[src/msrc_pkg.sv]
package msrc_pkg;
    // register map, byte addresses on the apb slave
    localparam logic [11:0] MSRC_SOFT_RESET_OFF = 12'h000;
    localparam logic [11:0] MSRC_BYTE_REG8_OFF = 12'h020;
    localparam logic [11:0] MSRC_TDM_CTRL_OFF = 12'h024;
    localparam logic [11:0] MSRC_STATUS_OFF = 12'h028;
    // field positions
    localparam int MSRC_SOFT_RESET_BIT = 3;
    localparam int MSRC_SIDE_BIT = 0;
    localparam int MSRC_MASTER_BIT = 0;
    localparam int MSRC_FREQ_OUT_BIT = 1;
    localparam int MSRC_FMT_LSB = 2;
    // reset values
    localparam logic [7:0] MSRC_SOFT_RESET_RST = 8'h00;
    localparam logic [7:0] MSRC_BYTE_REG8_RST = 8'h00;
    localparam logic [7:0] MSRC_TDM_CTRL_RST = 8'h00;
    // timing: least reset low time, six oscillator periods
    localparam int MSRC_OSC_KHZ = 20480;
    localparam int MSRC_CLK_KHZ = 125000;
    localparam int MSRC_RST_OSC_PERIODS = 6;
    localparam int MSRC_RST_MIN_CYC =
        (MSRC_RST_OSC_PERIODS * MSRC_CLK_KHZ + MSRC_OSC_KHZ - 1) / MSRC_OSC_KHZ;
    // tdm data formats in host mode
    typedef enum logic [1:0] {
        MSRC_FMT_SHORT = 2'b00,
        MSRC_FMT_LONG = 2'b01,
        MSRC_FMT_GCI = 2'b10,
        MSRC_FMT_TSA = 2'b11
    } msrc_fmt_t;
    typedef enum logic [1:0] {
        MSRC_MODE_GCI = 2'b00,
        MSRC_MODE_SER = 2'b01,
        MSRC_MODE_PAR = 2'b10
    } msrc_mode_t;
endpackage

[src/msrc_top.sv]
`timescale 1ns/1ns
// Summary of operation
// - the block holds the device in reset while the reset pin is low and runs when high.
// - bit 3 of the soft reset register acts like the hardware reset pin, except for the line driver and wake-up tone detect.
// - during hardware reset every register returns to its default.
// - in reset as host-mode timing master the data clock and frame sync outputs stop.
// - in hardware reset the line driver goes low impedance and wake-up tone detect is off.
// - side-select input 1 picks network termination, 0 picks line termination unless bit 0 of byte register 8 is set.
// - bit 0 of byte register 8 also picks the side.
// - host/bus select 1 picks host mode with only 2B+D data on the tdm bus.
// - host mode offers four tdm formats: short, long, gci 2B+D and timeslot assigner.
// - host/bus select 0 puts data and control on the tdm bus and frees the port pins.
// - in host mode port-select 1 picks the parallel port and 0 the serial port.
// - the parallel port uses an 8-bit bus and the serial port four signals.
// - frequency pin: 8 kHz input in line mode, enabled output in network host mode.
module msrc_top import msrc_pkg::*; (
    // clock and bus reset
    input wire logic pclk,
    input wire logic presetn,
    // apb slave
    input wire logic psel,
    input wire logic penable,
    input wire logic pwrite,
    input wire logic [11:0] paddr,
    input wire logic [31:0] pwdata,
    output logic [31:0] prdata,
    output logic pready,
    output logic pslverr,
    // device pins
    input wire logic line_reset_n,
    input wire logic network_line_side_select,
    input wire logic host_vs_bus_control_select,
    input wire logic register_port_type_select,
    input wire logic tdm_clock_gen,
    input wire logic frame_sync_gen,
    input wire logic freq_ref_gen,
    // decoded mode and reset outputs
    output logic device_reset,
    output logic network_termination_mode,
    output logic line_termination_mode,
    output logic host_mode,
    output logic parallel_register_port,
    output logic serial_register_port,
    output logic serial_port_pins_repurposed,
    output logic [1:0] tdm_format,
    output logic [3:0] port_bus_width,
    output logic tx_driver_low_z,
    output logic wake_tone_detect_en,
    output logic tdm_data_clock,
    output logic tdm_data_clock_oe,
    output logic receive_frame_sync,
    output logic receive_frame_sync_oe,
    output logic frequency_reference_pin_out,
    output logic frequency_reference_pin_oe
);
    localparam logic [3:0] PAR_WIDTH = 4'h8;
    localparam logic [3:0] SER_SIGNALS = 4'h4;

    typedef struct packed {
        logic [1:0] rst_sync;
        logic [1:0] side_sync;
        logic [1:0] host_sync;
        logic [1:0] port_sync;
        logic hw_reset;
        logic soft_reset;
        logic side_sw;
        logic master;
        logic freq_out_en;
        logic [1:0] fmt;
        logic [31:0] rdata;
        logic [7:0] low_cnt;
        logic short_pulse;
    } msrc_state_t;

    msrc_state_t st_r, st_nxt;

    logic access;
    logic any_reset;
    logic nt;
    logic host;
    logic par;

    function automatic logic [31:0] byte_word(input logic [7:0] b);
        byte_word = {24'h000000, b};
    endfunction

    // one decode shared by the error flag and the read mux
    function automatic logic reg_hit(input logic [11:0] a);
        reg_hit = a == MSRC_SOFT_RESET_OFF || a == MSRC_BYTE_REG8_OFF ||
            a == MSRC_TDM_CTRL_OFF || a == MSRC_STATUS_OFF;
    endfunction

    assign access = psel && penable;
    assign pready = 1'b1;
    assign pslverr = access && !reg_hit(paddr);
    assign prdata = st_r.rdata;

    assign any_reset = st_r.hw_reset || st_r.soft_reset;
    // software side bit or strap; either one set picks network side
    assign nt = st_r.side_sync[1] || st_r.side_sync[1] == 1'b0 && st_r.side_sw;
    assign host = st_r.host_sync[1];
    assign par = host && st_r.port_sync[1];

    always_comb begin
        st_nxt = st_r;
        st_nxt.rst_sync = {st_r.rst_sync[0], line_reset_n};
        st_nxt.side_sync = {st_r.side_sync[0], network_line_side_select};
        st_nxt.host_sync = {st_r.host_sync[0], host_vs_bus_control_select};
        st_nxt.port_sync = {st_r.port_sync[0], register_port_type_select};
        st_nxt.hw_reset = !st_r.rst_sync[1];
        // low-time counter flags pulses shorter than the valid minimum
        if (!st_r.rst_sync[1]) begin
            if (st_r.low_cnt != 8'hFF) begin
                st_nxt.low_cnt = st_r.low_cnt + 8'h01;
            end
        end else begin
            st_nxt.low_cnt = 8'h00;
        end
        if (st_r.rst_sync[1] && st_r.hw_reset) begin
            st_nxt.short_pulse = (st_r.low_cnt < 8'(MSRC_RST_MIN_CYC));
        end
        st_nxt.rdata = 32'h00000000;
        // read data is valid for the access cycle only, zero otherwise
        if (psel && !penable && !pwrite && reg_hit(paddr)) begin
            case (paddr)
                MSRC_SOFT_RESET_OFF: begin
                    st_nxt.rdata = byte_word({4'h0, st_r.soft_reset, 3'h0});
                end
                MSRC_BYTE_REG8_OFF: begin
                    st_nxt.rdata = byte_word({7'h00, st_r.side_sw});
                end
                MSRC_TDM_CTRL_OFF: begin
                    st_nxt.rdata = byte_word({4'h0, st_r.fmt, st_r.freq_out_en, st_r.master});
                end
                MSRC_STATUS_OFF: begin
                    st_nxt.rdata = byte_word({1'b0, st_r.short_pulse, any_reset, par,
                        host && !par, host, !nt, nt});
                end
                default: begin
                    st_nxt.rdata = 32'h00000000;
                end
            endcase
        end
        if (access && pwrite) begin
            case (paddr)
                MSRC_SOFT_RESET_OFF: begin
                    st_nxt.soft_reset = pwdata[MSRC_SOFT_RESET_BIT];
                end
                MSRC_BYTE_REG8_OFF: begin
                    st_nxt.side_sw = pwdata[MSRC_SIDE_BIT];
                end
                MSRC_TDM_CTRL_OFF: begin
                    st_nxt.master = pwdata[MSRC_MASTER_BIT];
                    st_nxt.freq_out_en = pwdata[MSRC_FREQ_OUT_BIT];
                    st_nxt.fmt = pwdata[MSRC_FMT_LSB +: 2];
                end
                default: begin
                end
            endcase
        end
        // control registers held at default while in reset; soft bit survives soft reset
        if (st_r.hw_reset) begin
            st_nxt.soft_reset = MSRC_SOFT_RESET_RST[MSRC_SOFT_RESET_BIT];
            st_nxt.side_sw = MSRC_BYTE_REG8_RST[MSRC_SIDE_BIT];
            st_nxt.master = MSRC_TDM_CTRL_RST[MSRC_MASTER_BIT];
            st_nxt.freq_out_en = MSRC_TDM_CTRL_RST[MSRC_FREQ_OUT_BIT];
            st_nxt.fmt = MSRC_TDM_CTRL_RST[MSRC_FMT_LSB +: 2];
        end else if (st_r.soft_reset) begin
            st_nxt.side_sw = MSRC_BYTE_REG8_RST[MSRC_SIDE_BIT];
            st_nxt.master = MSRC_TDM_CTRL_RST[MSRC_MASTER_BIT];
            st_nxt.freq_out_en = MSRC_TDM_CTRL_RST[MSRC_FREQ_OUT_BIT];
            st_nxt.fmt = MSRC_TDM_CTRL_RST[MSRC_FMT_LSB +: 2];
        end
    end

    always_ff @(posedge pclk or negedge presetn) begin
        if (!presetn) begin
            st_r <= '0;
            st_r.hw_reset <= 1'b1;
        end else begin
            st_r <= st_nxt;
        end
    end

    assign device_reset = any_reset;
    assign network_termination_mode = nt;
    assign line_termination_mode = !nt;
    assign host_mode = host;
    assign parallel_register_port = par;
    assign serial_register_port = host && !par;
    assign serial_port_pins_repurposed = !host;
    assign tdm_format = host ? st_r.fmt : MSRC_FMT_GCI;
    assign port_bus_width = par ? PAR_WIDTH : SER_SIGNALS;
    assign tx_driver_low_z = st_r.hw_reset;
    assign wake_tone_detect_en = !st_r.hw_reset;
    // master outputs halted low in reset; enables follow the master bit, which both resets clear to 0
    assign tdm_data_clock_oe = host && st_r.master;
    assign receive_frame_sync_oe = host && st_r.master;
    assign tdm_data_clock = tdm_data_clock_oe && !any_reset && tdm_clock_gen;
    assign receive_frame_sync = receive_frame_sync_oe && !any_reset && frame_sync_gen;
    assign frequency_reference_pin_oe = nt && host && st_r.freq_out_en;
    assign frequency_reference_pin_out = frequency_reference_pin_oe && freq_ref_gen;

    hw_reset_follow_a: assert property (@(posedge pclk) disable iff (!presetn)
        !st_r.rst_sync[1] |=> st_r.hw_reset) else $error("reset pin not followed");
    soft_reset_eq_a: assert property (@(posedge pclk) disable iff (!presetn)
        st_r.soft_reset |-> device_reset) else $error("soft reset ignored");
    regs_default_a: assert property (@(posedge pclk) disable iff (!presetn)
        st_r.hw_reset |=> !st_r.side_sw && !st_r.master && st_r.fmt == 2'b00)
        else $error("registers not defaulted");
    clk_halt_a: assert property (@(posedge pclk) disable iff (!presetn)
        any_reset |-> !tdm_data_clock && !receive_frame_sync) else $error("clock runs");
    line_term_a: assert property (@(posedge pclk) disable iff (!presetn)
        st_r.hw_reset |-> tx_driver_low_z && !wake_tone_detect_en)
        else $error("line not terminated");
    side_strap_a: assert property (@(posedge pclk) disable iff (!presetn)
        $rose(st_r.side_sync[1]) |-> network_termination_mode)
        else $error("side strap ignored");
    port_sel_a: assert property (@(posedge pclk) disable iff (!presetn)
        host_mode && st_r.port_sync[1] |-> parallel_register_port && port_bus_width == 4'h8)
        else $error("port select wrong");
    bus_mode_a: assert property (@(posedge pclk) disable iff (!presetn)
        !host_mode |-> serial_port_pins_repurposed && !parallel_register_port &&
        !serial_register_port) else $error("bus mode wrong");
    freq_out_a: assert property (@(posedge pclk) disable iff (!presetn)
        line_termination_mode |-> !frequency_reference_pin_oe)
        else $error("freq pin driven in line mode");
    strap_sync_a: assert property (@(posedge pclk) disable iff (!presetn)
        ##3 (host_mode == $past(host_vs_bus_control_select, 2)))
        else $error("strap sync depth");
    side_sync_a: assert property (@(posedge pclk) disable iff (!presetn)
        ##3 (st_r.side_sync[1] == $past(network_line_side_select, 2)))
        else $error("side strap sync depth");
    port_sync_a: assert property (@(posedge pclk) disable iff (!presetn)
        ##3 (st_r.port_sync[1] == $past(register_port_type_select, 2)))
        else $error("port strap sync depth");

    // reset pin and soft reset behaviour
    release_follow_a: assert property (@(posedge pclk) disable iff (!presetn)
        st_r.rst_sync[1] |=> !st_r.hw_reset)
        else $error("reset pin release missed");
    hw_reset_hold_a: assert property (@(posedge pclk) disable iff (!presetn)
        !st_r.rst_sync[1] |=> device_reset)
        else $error("device not held in reset");
    soft_defaults_a: assert property (@(posedge pclk) disable iff (!presetn)
        st_r.soft_reset |=> !st_r.side_sw && !st_r.master && !st_r.freq_out_en)
        else $error("soft reset left registers set");
    bits_default_a: assert property (@(posedge pclk) disable iff (!presetn)
        st_r.hw_reset |=> !st_r.freq_out_en && !st_r.soft_reset)
        else $error("control bits not defaulted");
    run_line_a: assert property (@(posedge pclk) disable iff (!presetn)
        !st_r.hw_reset |-> !tx_driver_low_z && wake_tone_detect_en)
        else $error("line held after reset");
    short_flag_a: assert property (@(posedge pclk) disable iff (!presetn)
        $rose(st_r.rst_sync[1]) && st_r.low_cnt < 8'(MSRC_RST_MIN_CYC) |=> st_r.short_pulse)
        else $error("short pulse not flagged");
    pulse_len_a: assert property (@(posedge pclk) disable iff (!presetn)
        $rose(st_r.rst_sync[1]) && st_r.low_cnt >= 8'(MSRC_RST_MIN_CYC) |=> !st_r.short_pulse)
        else $error("valid pulse flagged short");

    // mode decode
    lt_strap_a: assert property (@(posedge pclk) disable iff (!presetn)
        !st_r.side_sync[1] && !st_r.side_sw |-> line_termination_mode)
        else $error("line side not chosen");
    sw_side_a: assert property (@(posedge pclk) disable iff (!presetn)
        st_r.side_sw |-> network_termination_mode && !line_termination_mode)
        else $error("software side ignored");
    wr_lands_a: assert property (@(posedge pclk) disable iff (!presetn)
        access && pwrite && paddr == MSRC_BYTE_REG8_OFF && !any_reset && !st_r.hw_reset
        |=> st_r.side_sw == $past(pwdata[MSRC_SIDE_BIT])) else $error("side write lost");
    host_mode_a: assert property (@(posedge pclk) disable iff (!presetn)
        host_mode |-> !serial_port_pins_repurposed && (parallel_register_port || serial_register_port))
        else $error("host mode decode wrong");
    fmt_sel_a: assert property (@(posedge pclk) disable iff (!presetn)
        host_mode |-> tdm_format == st_r.fmt)
        else $error("format not applied");
    slave_bus_a: assert property (@(posedge pclk) disable iff (!presetn)
        !host_mode |-> !tdm_data_clock_oe && !receive_frame_sync_oe && tdm_format == MSRC_FMT_GCI)
        else $error("bus mode outputs wrong");
    serial_port_a: assert property (@(posedge pclk) disable iff (!presetn)
        host_mode && !st_r.port_sync[1] |-> serial_register_port && port_bus_width == SER_SIGNALS)
        else $error("serial port wrong");
    master_oe_a: assert property (@(posedge pclk) disable iff (!presetn)
        host_mode && st_r.master |-> tdm_data_clock_oe && receive_frame_sync_oe)
        else $error("master outputs not enabled");
    freq_on_a: assert property (@(posedge pclk) disable iff (!presetn)
        network_termination_mode && host_mode && st_r.freq_out_en |-> frequency_reference_pin_oe)
        else $error("freq output not enabled");
    freq_bus_a: assert property (@(posedge pclk) disable iff (!presetn)
        !host_mode |-> !frequency_reference_pin_oe)
        else $error("freq pin driven in bus mode");

    // register bus
    status_read_a: assert property (@(posedge pclk) disable iff (!presetn)
        psel && !penable && !pwrite && paddr == MSRC_STATUS_OFF |=> prdata[1:0] ==
        {$past(line_termination_mode), $past(network_termination_mode)})
        else $error("status side bits wrong");
    rdata_idle_a: assert property (@(posedge pclk) disable iff (!presetn)
        !(psel && !penable && !pwrite) |=> prdata == 32'h00000000)
        else $error("read data not cleared");

    hw_reset_cov: cover property (@(posedge pclk) disable iff (!presetn)
        $fell(st_r.hw_reset));
    soft_reset_cov: cover property (@(posedge pclk) disable iff (!presetn)
        $rose(st_r.soft_reset));
    master_cov: cover property (@(posedge pclk) disable iff (!presetn)
        tdm_data_clock_oe && !any_reset);
    freq_cov: cover property (@(posedge pclk) disable iff (!presetn)
        frequency_reference_pin_oe);
    short_cov: cover property (@(posedge pclk) disable iff (!presetn)
        $rose(st_r.short_pulse));
endmodule

[config.mk]
export PLATFORM = sky130hd
export DESIGN_NAME = msrc_top
export DESIGN_NICKNAME = d
export VERILOG_FILES = /design/src/msrc_pkg.sv /design/src/msrc_top.sv
export SDC_FILE = /design/constraint.sdc
export NUM_CORES = 1
export LEC_CHECK = 0
export ABC_AREA = 1
export BUFFER_PORTS_ARGS = -buffer_cell sky130_fd_sc_hd__buf_2
export CORE_ASPECT_RATIO = 2
export CORE_MARGIN = 3
export CORE_UTILIZATION = 39
export DETAILED_ROUTE_END_ITERATION = 10
export PLACE_DENSITY = 0.86
export SLEW_MARGIN = 20
export SYNTH_ARGS = -nofsm -noshare
export SYNTH_HDL_FRONTEND = slang
export SYNTH_SLANG_ARGS = --single-unit
[constraint.sdc]
create_clock -name pclk -period 1.3 [get_ports pclk]
set_input_delay 0.195 -clock pclk [delete_from_list [all_inputs] [get_ports pclk]]
set_output_delay 0.195 -clock pclk [all_outputs]
set_load 0.02 [all_outputs]
==> metrics.cfg <==
[worst_setup_path]
cp-end-kind = primary output
startpoint_type = flop
crit_fanout = 4
crit_type = flop to primary output
cp.required_ns = 1.11
arrival_ns = 1.21

[timing]
rsz0062_at_grt = true
period_minus_slack_ns = 1.40
timing.final.crit_share = 1.08
worst_slack_ns = -0.104
fin_worst_skew_ns = 0.00793
hold_viol = 0
fmax_mhz = 712
timing.hold.ws_ns = 0.0164
slew_violations = 0
setup_viol_count_final = 17

[global_route]
grt_max_degree = 32
antenna_found_initial = 0
grt_usage = 0.167
grt_pass1_vias = 1596
grt_overflow = 0
grt_pass1_wl_um = 7040

[finish]
n_antenna_cell = 0
drive_gt1_frac = 0.507
fillers = 412
syn_to_final_growth_pct = 33.6
stdcell_count = 355
design_area_um2 = 2500
nets = 357

[routing]
wl_per_cell_um = 13.3
routed-via-count = 1659
vias_per_cell = 4.67
drtIter0Drc = 22
ant_nets = 0
drt_wl_total_um = 4720
drtPass1Iterations = 4
drc = 0

[synthesis]
syn-instance-count = 223
synth_area_per_cell_um2 = 8.39
yosys_warnings = 0
synth_area_leaders = dfrtp_1, buf_4, nand2_1
synth_cell_types = 28
yosysTopAreaCell = dfrtp_1
yosysSeqAreaShare = 0.415
yosysTopAreaCellShare = 0.401
ys_ff_latch = 31
synth_area_um2 = 1870

[power_and_ir_drop]
pwr_density_cell_nw_per_um2 = 871
p_leak_nw = 1.32
worst_ir_drop_vdd_mv = 0.647

[cts]
clk_pin_slew_worst_paths_ns = 0.07
ctsHtreeMaxLevel = 2
numClockSinks = 31
clk_latency_ns = 0.29
clockRootBuffer = clkbuf_8
clockBufferDepth = 2
cts_buffers = 5
cts_tree = yes

[floorplan]
fp.dieW_um = 55.0
ios = 111
start_util = 0.403
core_um2 = 4640
die_h_um = 104
rows = 35
die_area_um2 = 5720

[flow_run]
drv_cap = 0

[placed_design]
globalplace.congestion = 0.763
io_buffer_count = 54
dpl.cell_count = 331
dpl.hpwl_um = 3180
placed_area_um2 = 2130
dp_slack_ns = -0.00278

[hold_path]
hold_path.class = primary input to flop

[run_status]
violations = setup timing
outcome = finished, violations left

==> synth_stat cells, drive strengths merged <==
cell / count
nand2: 44
nor2: 39
buf: 37
dfrtp: 30
inv: 27
nand3: 18
o21ai: 10
nor3: 4
a21oi: 3
conb: 2
ha: 2
or2: 2
dfstp: 1
nor3b: 1
o31ai: 1
xnor2: 1
xor2: 1
==> layout make-up <==
cell class	instances	area, um2	share of cell area
clock buffer	7	86.3	0.0345
timing repair buffer	80	552	0.221
multi-input combinational	154	898	0.359
sequential	31	779	0.312
clock inverter	1	5.00	0.00200
inverter	27	111	0.0445
tap	55	68.8	0.0275
==> where the power goes <==
group          internal (mW)  total, mW  leakage (nW)  switching [mW]
combinational          0.142      0.378         0.866           0.237
clock                  0.426      0.785        0.0482           0.359
sequential             0.992       1.01         0.403          0.0228
total                   1.56       2.18          1.32           0.618
==> state kept, by name, indices dropped and copies added (netlist names) <==
signal / count
st_nxt: 4
st_r: 18
host_mode: 1
tx_driver_low_z: 1
prdata: 7
==> repair_timing <==
action / 4_1_cts / 5_1_grt
setup buffers: 8 / 7
endpoints found under the hold margin: 30 / 0
gates resized for setup: 28 / 33
pin swaps: 6 / 9
setup endpoints to repair: 12 / 25
hold buffers: 1 / 0
==> stage by stage <==
| step | power [mW] | TNS [ns] | util |
|---|---|---|---|
| 2_1_floorplan | 1.27 | -0.0664 | - |
| 3_3_place_gp | 1.32 | 0 | 0.459 |
| 3_5_place_dp | 1.33 | -0.00278 | 0.459 |
| 4_1_cts | 2.14 | -0.444 | 0.510 |
| 5_1_grt | 2.27 | -1.78 | 0.539 |
| 6_report | 2.18 | -0.841 | 0.539 |
==> worst max-delay path, cell delays in order (launching register included) <==
cell and delay [ns]:
dfrtp_1 0.39, or2_4 0.26, inv_4 0.08, nor2_1 0.05
buf_4 0.15
==> logic make-up after synthesis <==
| logic type | Yosys count | synth area share |
|---|---|---|
| other cells | 2 | 0.00401 |
| buf+inv | 64 | 0.203 |
| simple gates | 108 | 0.309 |
| fa+ha+maj | 2 | 0.0134 |
| compound gates | 14 | 0.0468 |
| xor+xnor | 2 | 0.00936 |
| flops | 31 | 0.415 |
==> cells in the final DEF, fill, tap and decap left out, types with 2 or more instances in the layout <==
master,synthesis,routed
buf_2,0,42
nand2_1,34,29
conb_1,2,28
dfrtp_1,30,28
buf_4,37,25
nor2_1,22,20
inv_1,25,18
nand2_2,8,13
nand3_1,16,13
nor2_2,13,12
buf_6,0,11
nor2_4,3,6
clkbuf_8,0,6
inv_2,2,5
o21ai_2,2,5
inv_4,0,4
o21ai_1,1,4
a21oi_2,2,3
nor3_2,1,3
nand3_2,0,3
or2_4,0,2
nand2_4,2,2
nand3_4,2,2
dfrtp_2,0,2
==> routing by layer <==
layer | share of wire | track usage | vias to the layer above
met5 | 0 | 0 | -
met4 | 0.054 | 0.104 | 0
met3 | 0.069 | 0.0402 | 22
met2 | 0.58 | 0.305 | 81
met1 | 0.30 | 0.144 | 779
li1 | - | - | 777
==> worst paths after layout <==
kind,startpoint,endpoint,slack (ns),cells after the start
max,st_r[45]$_DFFE_PN0P_,frequency_reference_pin_oe,-0.10,4
min,host_vs_bus_control_select,st_nxt[51]$_DFF_PN0_,0.02,1
max reg2reg,st_r[1]$_DFFE_PN0P_,st_r[2]$_DFFE_PN0P_,-0.08,7
min reg2reg,st_nxt[49]$_DFF_PN0_,st_r[49]$_DFF_PN0_,0.34,0
max in group asynchronous,presetn,tx_driver_low_z$_DFF_PN1_,0.50,3
min in group asynchronous,presetn,host_mode$_DFF_PN0_,0.47,3
No activity file was read; power rests on OpenSTA's default activity.
